**src/hw/csi_pkg.sv**
```systemverilog
package csi_pkg;

  // ****************************************
  // Clock rate and timing
  // ****************************************
  localparam int unsigned CLK_HZ          = 40_000_000;
  localparam int unsigned FAULT_PULSE_US  = 256;
  localparam int unsigned FAULT_PULSE_CYC = (FAULT_PULSE_US * (CLK_HZ / 1_000_000));
  localparam int unsigned DET_SETTLE_US   = 100;
  localparam int unsigned DET_SETTLE_CYC  = (DET_SETTLE_US * (CLK_HZ / 1_000_000));

  // ****************************************
  // Port classification codes
  // ****************************************
  localparam logic [2:0] PORT_NONE = 3'h0;
  localparam logic [2:0] PORT_SDP  = 3'h1;
  localparam logic [2:0] PORT_CDP  = 3'h2;
  localparam logic [2:0] PORT_DCP  = 3'h3;
  localparam logic [2:0] PORT_PROP = 3'h4;

  // ****************************************
  // Input current limit codes
  // ****************************************
  localparam logic [1:0] ILIM_100MA  = 2'h0;
  localparam logic [1:0] ILIM_500MA  = 2'h1;
  localparam logic [1:0] ILIM_1500MA = 2'h2;

  // ****************************************
  // Reset values
  // ****************************************
  localparam logic [2:0] PORT_RST = PORT_NONE;
  localparam logic [1:0] ILIM_RST = ILIM_100MA;

  typedef struct packed {
    logic charging;
    logic recharging;
    logic fault;
    logic stat_en;
    logic chg_en_n;
  } csi_chg_status_t;

  typedef struct packed {
    logic dp_hi;
    logic dm_hi;
    logic dp_dm_short;
    logic cdp_echo;
    logic prop_sig;
  } csi_line_sense_t;

  typedef struct packed {
    logic       pull_low;
    logic       oe;
  } csi_od_t;

endpackage

```
**src/hw/csi_top.sv**
```systemverilog
`timescale 1ns/100ps
module csi_top
  import csi_pkg::*;
#(
  parameter int unsigned PULSE_CYC  = FAULT_PULSE_CYC,
  parameter int unsigned SETTLE_CYC = DET_SETTLE_CYC
) (
  input  wire logic            mclk_in,
  input  wire logic            sys_rst_in,
  input  wire csi_chg_status_t status_in,
  input  wire csi_line_sense_t lines_in,
  input  wire logic            supply_valid_in,
  output logic                 status_oe_out,
  output logic                 status_o_out,
  output logic                 charging_indicator_oe_out,
  output logic                 charging_indicator_o_out,
  output logic                 supply_good_oe_out,
  output logic                 supply_good_o_out,
  output logic [2:0]           port_type_out,
  output logic [1:0]           ilim_sel_out,
  output logic                 detect_done_out
);

  // ****************************************
  // Input synchronisers
  // ****************************************
  logic [4:0] ln_s1_q, ln_s2_q;
  logic       sv_s1_q, sv_s2_q, ce_s1_q, ce_s2_q;

  always_ff @(posedge mclk_in) begin
    if (sys_rst_in) begin
      ln_s1_q <= 5'h00;
      ln_s2_q <= 5'h00;
      sv_s1_q <= 1'b0;
      sv_s2_q <= 1'b0;
      ce_s1_q <= 1'b1;
      ce_s2_q <= 1'b1;
    end else begin
      ln_s1_q <= lines_in;
      ln_s2_q <= ln_s1_q;
      sv_s1_q <= supply_valid_in;
      sv_s2_q <= sv_s1_q;
      ce_s1_q <= status_in.chg_en_n;
      ce_s2_q <= ce_s1_q;
    end
  end

  csi_line_sense_t ln;
  assign ln = csi_line_sense_t'(ln_s2_q);

  // ****************************************
  // Adapter detection
  // ****************************************
  typedef enum logic [1:0] {DET_SETTLE, DET_CLASSIFY, DET_DONE} csi_det_state_t;

  csi_det_state_t det_q, det_d;
  logic [31:0]    set_cnt_q, set_cnt_d;
  logic [2:0]     port_q, port_d;
  logic [1:0]     ilim_q, ilim_d;

  always_comb begin
    det_d     = det_q;
    set_cnt_d = set_cnt_q;
    port_d    = port_q;
    ilim_d    = ilim_q;
    case (det_q)
      DET_SETTLE: begin
        if (set_cnt_q >= SETTLE_CYC - 1) begin
          det_d = DET_CLASSIFY;
        end else begin
          set_cnt_d = set_cnt_q + 32'h1;
        end
      end
      DET_CLASSIFY: begin
        det_d = DET_DONE;
        if (ln.prop_sig) begin
          port_d = PORT_PROP;
          ilim_d = ILIM_500MA;
        end else if (ln.dp_dm_short) begin
          port_d = PORT_DCP;
          ilim_d = ILIM_1500MA;
        end else if (ln.cdp_echo) begin
          port_d = PORT_CDP;
          ilim_d = ILIM_1500MA;
        end else begin
          port_d = PORT_SDP;
          ilim_d = ILIM_500MA;
        end
      end
      default: begin
        det_d = DET_DONE;
      end
    endcase
  end

  always_ff @(posedge mclk_in) begin
    if (sys_rst_in) begin
      det_q     <= DET_SETTLE;
      set_cnt_q <= 32'h0;
      port_q    <= PORT_RST;
      ilim_q    <= ILIM_RST;
    end else begin
      det_q     <= det_d;
      set_cnt_q <= set_cnt_d;
      port_q    <= port_d;
      ilim_q    <= ilim_d;
    end
  end

  // ****************************************
  // Fault pulse and status outputs
  // ****************************************
  logic        fault_prev_q, fault_prev_d;
  logic [31:0] pcnt_q, pcnt_d;
  logic        pulse_q, pulse_d;
  logic        stat_pl_q, stat_pl_d;
  logic        ind_pl_q, ind_pl_d;
  logic        pg_pl_q, pg_pl_d;
  logic        enabled;

  assign enabled = ~ce_s2_q;

  always_comb begin
    fault_prev_d = status_in.fault;
    pcnt_d       = pcnt_q;
    pulse_d      = pulse_q;
    if (status_in.fault && !fault_prev_q && !pulse_q) begin
      pulse_d = 1'b1;
      pcnt_d  = 32'h0;
    end else if (pulse_q) begin
      if (pcnt_q >= PULSE_CYC - 1) begin
        pulse_d = 1'b0;
      end else begin
        pcnt_d = pcnt_q + 32'h1;
      end
    end
    stat_pl_d = enabled && (status_in.charging || status_in.recharging);
    if (pulse_d) begin
      stat_pl_d = 1'b1;
    end
    stat_pl_d = stat_pl_d && status_in.stat_en;
    ind_pl_d = enabled && status_in.charging && !status_in.recharging;
    pg_pl_d = (det_q == DET_DONE) && sv_s2_q;
  end

  always_ff @(posedge mclk_in) begin
    if (sys_rst_in) begin
      fault_prev_q <= 1'b0;
      pcnt_q       <= 32'h0;
      pulse_q      <= 1'b0;
      stat_pl_q    <= 1'b0;
      ind_pl_q     <= 1'b0;
      pg_pl_q      <= 1'b0;
    end else begin
      fault_prev_q <= fault_prev_d;
      pcnt_q       <= pcnt_d;
      pulse_q      <= pulse_d;
      stat_pl_q    <= stat_pl_d;
      ind_pl_q     <= ind_pl_d;
      pg_pl_q      <= pg_pl_d;
    end
  end

  // Open-drain: output level always low, enable carries the pull
  assign status_oe_out             = stat_pl_q;
  assign status_o_out              = 1'b0;
  assign charging_indicator_oe_out = ind_pl_q;
  assign charging_indicator_o_out  = 1'b0;
  assign supply_good_oe_out        = pg_pl_q;
  assign supply_good_o_out         = 1'b0;
  assign port_type_out             = port_q;
  assign ilim_sel_out              = ilim_q;
  assign detect_done_out           = (det_q == DET_DONE);
endmodule

```
**config.mk**
```make
export PLATFORM = sky130hd
export DESIGN_NAME = csi_top
export DESIGN_NICKNAME = d
export VERILOG_FILES = /design/src/hw/csi_pkg.sv /design/src/hw/csi_top.sv
export SDC_FILE = /design/constraint.sdc
export NUM_CORES = 1
export LEC_CHECK = 0
export BUFFER_PORTS_ARGS = -buffer_cell sky130_fd_sc_hd__buf_4
export CAP_MARGIN = 5
export CORE_UTILIZATION = 52
export DETAILED_ROUTE_END_ITERATION = 10
export PLACE_DENSITY = 0.74
export SLEW_MARGIN = 30
export SYNTH_ARGS = -nofsm -noshare
export SYNTH_HDL_FRONTEND = slang
export SYNTH_SLANG_ARGS = --single-unit
```
**constraint.sdc**
```tcl
create_clock -name mclk_in -period 2.02 [get_ports mclk_in]
set_input_delay 0.404 -clock mclk_in [delete_from_list [all_inputs] [get_ports mclk_in]]
set_output_delay 0.404 -clock mclk_in [all_outputs]
set_load 0.01 [all_outputs]
```
# [Word-level counts from Yosys, hierarchy flattened]
# Index checks and enable logic that the tools add are counted.
[totals] wordCells=56 reg_bits=86 output_inout_bits=12 inputBits=13
[op_classes] n_mux=12 n_eq_ne=3 bitwise_logic=4 addsub=2 magnitude_cmp=2 n_reduce_logical=16
[ops] op="$add A32 B1 Y32 const B" n=2
[ops] op="$ge A32 B12 Y1 const B" n=1
[ops] op="$ge A32 B14 Y1 const B" n=1
[ops] op="$mux W2" n=7
[ops] op="$logic_and A1 B1 Y1" n=7
[ops] op="$mux W1" n=4
[ops] op="$not A1 Y1" n=4
[ops] op="$reduce_and A2 Y1" n=2
[ops] op="$reduce_or A2 Y1" n=2
[ops] op="$logic_not A1 Y1" n=3
[ops] op="$mux W3" n=1
[ops] op="$eq A2 B1 Y1 const B" n=1
[ops] op="$eq A2 B2 Y1 const B" n=1
[ops] op="$logic_not A2 Y1" n=1
[ops] op="$ne A2 B2 Y1 const B" n=1
[ops] op="$logic_or A1 B1 Y1" n=1

# [Depth between registers and ports, before layout]
# Gate-level depths: netlist (run 1).
[logic_depth] ltp_word=6 ltp_mapped=8 depth_no_buf=6

# [Least setup slack after synthesis (run 1)]
# Ideal clock, no wire load.
[synth_path] path_kind="register to register" startpoint="reg pcnt_q[0]" endpoint="reg pcnt_q[3]" setup_ps=71 t_required_ps=1949 synth_period_minus_slack_ps=1977 n_path_buf=2 stages_incl_launch_ff=9 slack_ps=43 arrival_ps=1907 cell_sequence="dfxtp_1 ha_1 and2_1 and4_1 clkbuf_1 or3_1 buf_2 or3_1 a21oi_1"
[synth_via] elab_chain_len=3 word_cells_on_any_way=4 cone_classes="1 x add/sub; 1 x order compare; 1 x bitwise; 1 x reduce/logical"
[synth_lines] item="start, declared" line_no="csi_top.sv:114" rtl="logic [31:0] pcnt_q, pcnt_d;"
[synth_lines] item="start signal, assigned" line_no="csi_top.sv:156" rtl="pcnt_q <= pcnt_d;"
[synth_lines] item="$ge A32 B14 Y1" line_no="csi_top.sv:131" rtl="if (pcnt_q >= PULSE_CYC - 1) begin"
[synth_lines] item="$not A1 Y1 (no line)"
[synth_lines] item="$reduce_and A2 Y1 (no line)"
# Parallel ways exist; a longest one is shown, timed or not.
# A chain may end at the register's enable or synchronous reset.

# [Worst setup path after layout (run 1)]
[layout_path] startpoint="reg set_cnt_q[29]" endpoint="reg set_cnt_q[10]"
[layout_via] elab_chain_len=3
[layout_lines] item="start, declared" line_no="csi_top.sv:57" rtl="logic [31:0] set_cnt_q, set_cnt_d;"
[layout_lines] item="start signal, assigned" line_no="csi_top.sv:104" rtl="set_cnt_q <= set_cnt_d;"
[layout_lines] item="$ge A32 B12 Y1" line_no="csi_top.sv:68" rtl="if (set_cnt_q >= SETTLE_CYC - 1) begin"
[layout_lines] item="$not A1 Y1 (no line)"
[layout_lines] item="$reduce_and A2 Y1 (no line)"
# No other way between the ends.

==> results of run 1 <==
metrics by stage:
step / hold slack [ns] / instance area, um2 / instances
after global placement: 0.393 / 3320 / 405
after global routing: 0.198 / 3590 / 421
after CTS: 0.199 / 3530 / 421
after detailed placement: 0.394 / 3320 / 405
final: 0.214 / 3590 / 421
after floorplan: 0.389 / 3090 / 320
worst max-delay path by stage:
stage                        from       endpoint  slack (ns)  depth (start not counted)
detailed placement   set_cnt_q[0]   set_cnt_q[4]        0.02                          6
global route        set_cnt_q[29]   set_cnt_q[7]       0.002                          6
finish              set_cnt_q[29]  set_cnt_q[10]        0.08                          6
global placement     set_cnt_q[0]   set_cnt_q[4]        0.09                          6
CTS                 set_cnt_q[26]  set_cnt_q[10]        0.04                          6
floorplan               pcnt_q[0]      pcnt_q[3]        0.04                          8
kinds of logic after synthesis:
family          count (synthesis)  share of synthesized area
simple gates                  157                      0.305
buf+inv                        23                     0.0333
other cells                     1                    0.00122
xor+xnor                        6                     0.0171
flops                          85                      0.552
compound gates                 43                     0.0792
fa+ha+maj                       2                    0.00812
mux                             1                    0.00325
per-layer routing:
metal	up-vias	track usage	wire length, um
met4	0	0.0655	64
met5	-	0	0
met3	7	0.0678	206
met2	38	0.322	2550
li1	1147	-	-
met1	1045	0.227	2530
power groups by stage:
stage	Sequential, mW	Clock, mW	Combinational (mW)
after floorplan	1.74	0	0.0755
after global placement	1.75	0	0.112
after detailed placement	1.75	0	0.114
after CTS	1.71	1.25	0.115
after global routing	1.71	1.33	0.131
final	1.71	1.22	0.116
sequential cells by signal, summed over array words and instances, names as in the netlist, 2 cells and up:
register and flops:
set_cnt_q 32, ln_s1_q 3, pcnt_q 32, det_q 2, ln 3, port_type_out 3
cell usage after synthesis (3+ instances only):
master    instances  share of area
and2_1           20          0.041
a21oi_1          21          0.034
nor2_1           21          0.026
inv_1             6         0.0073
nand3_1          11          0.018
clkbuf_1         11          0.013
xnor2_1           6          0.017
or4_1             4         0.0097
nand3b_1          3         0.0073
nor3_1            4         0.0065
nand2_1          15          0.018
or3_1             6          0.012
nor2b_1          32          0.065
o31ai_1           4         0.0097
buf_4             4         0.0097
dfxtp_1          85           0.55
o21ai_0          13          0.021
nand4_1           5          0.010
and3_1            3         0.0061
nor4_1           12          0.024
final cells by class:
class / count / area share
clock buffer: 9 / 0.0345
inverter: 6 / 0.00627
clock inverter: 7 / 0.0226
timing repair buffer: 30 / 0.0637
sequential: 85 / 0.474
tap: 72 / 0.0251
multi-input combinational: 212 / 0.373
repair_timing:
| item | 4_1_cts | 5_1_grt |
|---|---|---|
| endpoints found under the setup margin | 1 | 11 |
| pin swaps | 0 | 2 |
| resized for setup | 1 | 15 |
==> flow_metrics.env, run 1 <==
export IMPL_seq_power_share=0.562
export IMPL_std_cell_rows=27
export IMPL_cp_top_family="simple AND/OR/NAND/NOR gates"
export IMPL_post_cts_buffers=0
export IMPL_dieArea_mm2=0.00624
export IMPL_wl_um=5350
export IMPL_dr_pass1_iters=4
export IMPL_slew_violations=0
export IMPL_critical_path_slowest_cell="or4_1"
export IMPL_path_buf_inv=1
export IMPL_final_cell_mix="dfxtp_1 (82), nor2b_1 (32), buf_4 (29)"
export IMPL_coreArea_mm2=0.00561
export IMPL_power_internal_mw=2.34
export IMPL_post_drt_wl_per_cell_um=12.7
export IMPL_worstRegToRegCells=6
export IMPL_postSynthCellCount=318
export IMPL_async_reset_ff_frac=0
export IMPL_clock_sinks=85
export IMPL_die_w_um=79.0
export IMPL_gp_congestion=0.760
export IMPL_p_clk_frac=0.400
export IMPL_ys_warn_count=0
export IMPL_first_global_vias=2170
export IMPL_final_core_util=0.641
export IMPL_drive_gt1_frac=0.189
export IMPL_path_class="reg -> reg"
export IMPL_start_util=0.549
export IMPL_cellPowerDensity_mw_per_mm2=845
export IMPL_cp_max_fo=17
export IMPL_post_route_min_period_ns=1.94
export IMPL_hold_path_endpoint="charging_indicator_oe_out"
export IMPL_cts_clk_slew_worst_paths_ns=0.09
export IMPL_dp_slack_ns=0.0157
export IMPL_maxCapViolations=0
export IMPL_vias=2237
export IMPL_ir_worst_vdd_mv=0.630
export IMPL_clock_tree_buffer_depth=2
export IMPL_start_kind="register"
export IMPL_multi_input_area_mm2=0.00134
export IMPL_switching_share=0.231
export IMPL_synth_yosys_seq_area_share=0.552
export IMPL_cts_root_buf="clkbuf_8"
export IMPL_grt_first_pass_wirelength_um=9340
export IMPL_ys_dominant_reg_cell="dfxtp_1"
export IMPL_grt_usage=0.192
export IMPL_cts_made_buffers=9
export IMPL_antenna_found_initial=0
export IMPL_slowest_delay_ns=0.49
export IMPL_cts_tree="yes"
export IMPL_htree_levels=3
export IMPL_max_freq_ghz=0.514
export IMPL_grt_max_degree=30
export IMPL_required_ns=2.30
export IMPL_clkLatencyLatePin_ns=0.35
export IMPL_fp_dieH_um=79.0
export IMPL_antenna_left=0
export IMPL_synth_seq_cells=85
export IMPL_post_route_period_util=0.962
export IMPL_hold_viol_final=0
export IMPL_drc=0
export IMPL_viasPerCell=5.31
export IMPL_drt_initial_drc_count=83
export IMPL_synth_edff_count=0
export IMPL_reg2reg_to="set_cnt_q[10]"
export IMPL_hold_class="in -> reg"
export IMPL_dp_hpwl_um=3480
export IMPL_rr_startpoint="set_cnt_q[29]"
export IMPL_finalNetCount=359
export IMPL_holdCritStartpoint="status_in[3]"
export IMPL_switchingPower_mw=0.702
export IMPL_grt_overflow=0
export IMPL_n_antenna_cell=0
export IMPL_rrSetupSlack_ns=0.08
export IMPL_p_leak_nw=1.38
export IMPL_setup_violations=0
export IMPL_holdPathStages=2
export IMPL_comb_power_share=0.038
export IMPL_hold_buffers=0
export IMPL_p_total_mw=3.04
export IMPL_nFillCells=466
export IMPL_ioPinCount=25
export IMPL_syn_area_per_cell_um2=9.69
export IMPL_portBuffers=19
export IMPL_tns_ns=0
export IMPL_fin_worst_skew_ns=0.00638
export IMPL_rsz0062_at_grt="yes"
export IMPL_final_common_cell="dfxtp_1"
export IMPL_seqCellArea_mm2=0.00171
export IMPL_endpoint_kind="register"
export IMPL_fin_ws_ns=0.0760
export IMPL_syn_to_final_growth_pct=16.7
export IMPL_arrival_ns=2.23
export IMPL_status="finished, final reports clean"
export IMPL_syn_area_mm2=0.00308
export IMPL_synth_cell_types=45
export IMPL_crit_path_cell_trace="nor4_4 -> nand3_2 -> nand4bb_1 -> buf_6 -> or4_1 -> a21oi_1"
Note: power is estimated with default switching activity, not from simulation.
==> inputs of run 2 (changes only) <==
- ABC_AREA: not set -> 1
- CORE_UTILIZATION: 52 -> 53
==> run 2 against run 1 <==
  * Total power increased by 1.8%
  * Area after synthesis increased by 16%
  * Synthesized cell count increased by 53%
  * Largest cell class unchanged
  * Sequential power about the same
  * Sequential share of layout area decreased by 4.4 points
  * Worst setup slack improved by 0.25 ns
  * First-iteration DRC count increased by 40%
  * Register-to-register slack improved by 0.25 ns
  * Clock skew increased by 0.0025 ns
  * Flip-flop and latch count unchanged
  * Maximum frequency increased by 15%
  * Die area increased by 13%
==> flow_metrics.env, run 2 <==
export IMPL_status="finished, final reports clean"
export IMPL_clock_tree_buffer_depth=2
export IMPL_worstRegToRegCells=9
export IMPL_syn_to_final_growth_pct=11.0
export IMPL_p_leak_nw=1.70
export IMPL_rsz0062_at_grt="no"
export IMPL_fin_worst_skew_ns=0.00889
export IMPL_grt_max_degree=42
export IMPL_power_internal_mw=2.35
export IMPL_path_class="reg -> reg"
export IMPL_critical_path_slowest_cell="dfxtp_1"
export IMPL_viasPerCell=4.78
export IMPL_slew_violations=0
export IMPL_crit_path_cell_trace="ha_1 -> nand3_2 -> nor2_2 -> nor2_2 -> nor2_4 -> nor2_4 -> buf_4 -> nand3_1 -> a21oi_1"
export IMPL_first_global_vias=2563
export IMPL_endpoint_kind="register"
export IMPL_max_freq_ghz=0.592
export IMPL_grt_usage=0.188
export IMPL_antenna_left=0
export IMPL_dr_pass1_iters=4
export IMPL_dp_hpwl_um=4190
export IMPL_rr_startpoint="set_cnt_q[0]"
export IMPL_arrival_ns=1.97
export IMPL_syn_area_mm2=0.00356
export IMPL_cellPowerDensity_mw_per_mm2=783
export IMPL_slowest_delay_ns=0.33
export IMPL_final_cell_mix="nor2_1 (105), dfxtp_1 (85), inv_1 (83)"
export IMPL_synth_seq_cells=85
export IMPL_post_route_min_period_ns=1.69
export IMPL_startpoint="set_cnt_q[0]"
export IMPL_seq_power_share=0.553
export IMPL_switchingPower_mw=0.749
export IMPL_rrSetupSlack_ns=0.33
export IMPL_drive_gt1_frac=0.125
export IMPL_synth_xor_area_share=0.0246
export IMPL_ys_top_cells_by_area="dfxtp_1 (48%), nor2_1 (11%), inv_1 (8.7%)"
export IMPL_n_antenna_cell=0
export IMPL_reg2reg_to="set_cnt_q[8]"
export IMPL_whs_ns=0.207
export IMPL_final_common_cell="nor2_1"
export IMPL_cts_made_buffers=9
export IMPL_synthMuxAreaShare=0
export IMPL_setup_violations=0
export IMPL_cp_top_family="simple AND/OR/NAND/NOR gates"
export IMPL_ys_dominant_reg_cell="dfxtp_1"
export IMPL_cp_endpoint="set_cnt_q[8]"
export IMPL_synth_edff_count=0
export IMPL_synth_compound_area_share=0.0597
export IMPL_post_drt_wl_per_cell_um=10.2
export IMPL_gp_congestion=0.831
export IMPL_synth_top_area_cell="dfxtp_1"
export IMPL_antenna_found_initial=0
export IMPL_grt_overflow=0
export IMPL_grt_first_pass_wirelength_um=10700
export IMPL_cts_resized=0
export IMPL_async_reset_ff_frac=0
export IMPL_yosysMostFrequentCell="nor2_1"
export IMPL_ir_worst_vdd_mv=0.548
export IMPL_start_kind="register"
export IMPL_cp_max_fo=9
export IMPL_synth_yosys_seq_area_share=0.478
export IMPL_syn_area_per_cell_um2=7.34
export IMPL_cts_clk_slew_worst_paths_ns=0.09
export IMPL_hold_viol_final=0
export IMPL_wl_um=5980
export IMPL_hold_buffers=0
export IMPL_dieArea_mm2=0.00705
export IMPL_hold_class="in -> reg"
export IMPL_synth_top_family_by_area="simple AND/OR/NAND/NOR gates"
export IMPL_htree_levels=3
export IMPL_std_cell_rows=29
export IMPL_synth_adder_area_share=0.00703
export IMPL_drc=0
export IMPL_drt_initial_drc_count=116
export IMPL_start_util=0.554
export IMPL_synth_cell_types=34
export IMPL_portBuffers=19
export IMPL_cts_root_buf="clkbuf_8"
export IMPL_ys_warn_count=0
export IMPL_switching_share=0.242
export IMPL_post_route_period_util=0.837
export IMPL_vias=2810
export IMPL_p_clk_frac=0.406
export IMPL_synth_top_area_frac=0.478
export IMPL_die_w_um=84.0
export IMPL_maxCapViolations=0
export IMPL_required_ns=2.30
export IMPL_cts_tree="yes"
export IMPL_top_regs="pcnt_q (32), set_cnt_q (32)"
export IMPL_post_cts_buffers=0
export IMPL_ioPinCount=25
export IMPL_yosys_area_share_simple=0.313
export IMPL_path_buf_inv=1
export IMPL_clkLatencyLatePin_ns=0.36
export IMPL_finalNetCount=521
export IMPL_cp_num_cells=9
export IMPL_tns_ns=0
export IMPL_netlist_top_cells_count="nor2_1 (105), dfxtp_1 (85), inv_1 (83), nand2_1 (80), nand3_1 (31)"
export IMPL_clock_sinks=85
export IMPL_postSynthCellCount=485
export IMPL_comb_power_share=0.041
export IMPL_fp_dieH_um=84.0
export IMPL_coreArea_mm2=0.00642
run 2: cell count changes in the layout (fill, tap and decap cells not counted), sizes merged, moves of 4 or more:
cell | previous run | this run
and2 | 21 | 0
buf | 30 | 23
inv | 9 | 89
nand2 | 15 | 85
nand3 | 11 | 33
nand4 | 6 | 11
nor2 | 21 | 112
nor2b | 32 | 0
nor4 | 14 | 1
o31ai | 4 | 0
or3 | 6 | 1
or4 | 4 | 0
xnor2 | 6 | 1
xor2 | 0 | 9
run 2: routing by layer:
layer | routed length, um | vias up | share of wire | global-route usage
met5 | 0 | - | 0 | 0
met4 | 87 | 0 | 0.015 | 0.0862
met3 | 158 | 8 | 0.026 | 0.0445
met2 | 2840 | 30 | 0.47 | 0.318
met1 | 2900 | 1260 | 0.48 | 0.226
li1 | - | 1512 | - | -
run 2: cell type report:
class	instances	area [um2]
flip-flops and latches	85	1700
inverters	85	319
well taps	77	96.3
clock buffers	9	124
clock inverters	7	87.6
repair buffers	23	173
multi-input cells	302	1450
fillers	578	2470
run 2: how the worst min path moves through the flow:
| stage | slack [ns] | endpoint | cells after the start | start |
|---|---|---|---|---|
| after floorplan | 0.39 | ln[0] | 2 | ln_s1_q[0] |
| after global placement | 0.39 | ln[2] | 2 | ln_s1_q[2] |
| after detailed placement | 0.40 | ln[0] | 2 | ln_s1_q[0] |
| after CTS | 0.19 | charging_indicator_oe_out | 2 | status_in[3] |
| after global routing | 0.19 | charging_indicator_oe_out | 2 | status_in[3] |
| final | 0.21 | charging_indicator_oe_out | 2 | status_in[3] |
run 2: power by group through the flow:
stage	clock [mW]	combinational [mW]	sequential [mW]
2_1_floorplan	0	0.0983	1.75
3_3_place_gp	0	0.128	1.75
3_5_place_dp	0	0.130	1.75
4_1_cts	1.29	0.129	1.71
5_1_grt	1.36	0.145	1.71
6_report	1.26	0.128	1.71
run 2: worst reg2reg max path: stages (launching register included):
cell and delay (ns):
dfxtp_1 0.33, ha_1 0.26, nand3_2 0.14, nor2_2 0.05, nor2_2 0.14, nor2_4 0.05, nor2_4 0.24, buf_4 0.20
nand3_1 0.07, a21oi_1 0.14
run 2: kinds of logic (layout without fill, tap and decap cells):
family	count (synthesis)	in the layout
compound gates	36	36
xor+xnor	10	10
fa+ha+maj	2	2
buf+inv	100	124
flops	85	85
other cells	1	3
simple gates	251	251
run 2: through the flow:
stage | power [mW] | utilization | worst slack [ns] | instances | instance area, um2
final | 3.09 | 0.615 | 0.330 | 588 | 3950
after global routing | 3.22 | 0.615 | 0.150 | 588 | 3950
after CTS | 3.13 | 0.615 | 0.315 | 588 | 3950
after detailed placement | 1.88 | 0.583 | 0.341 | 572 | 3740
after global placement | 1.88 | 0.583 | 0.378 | 572 | 3740
after floorplan | 1.85 | - | 0.560 | 487 | 3570
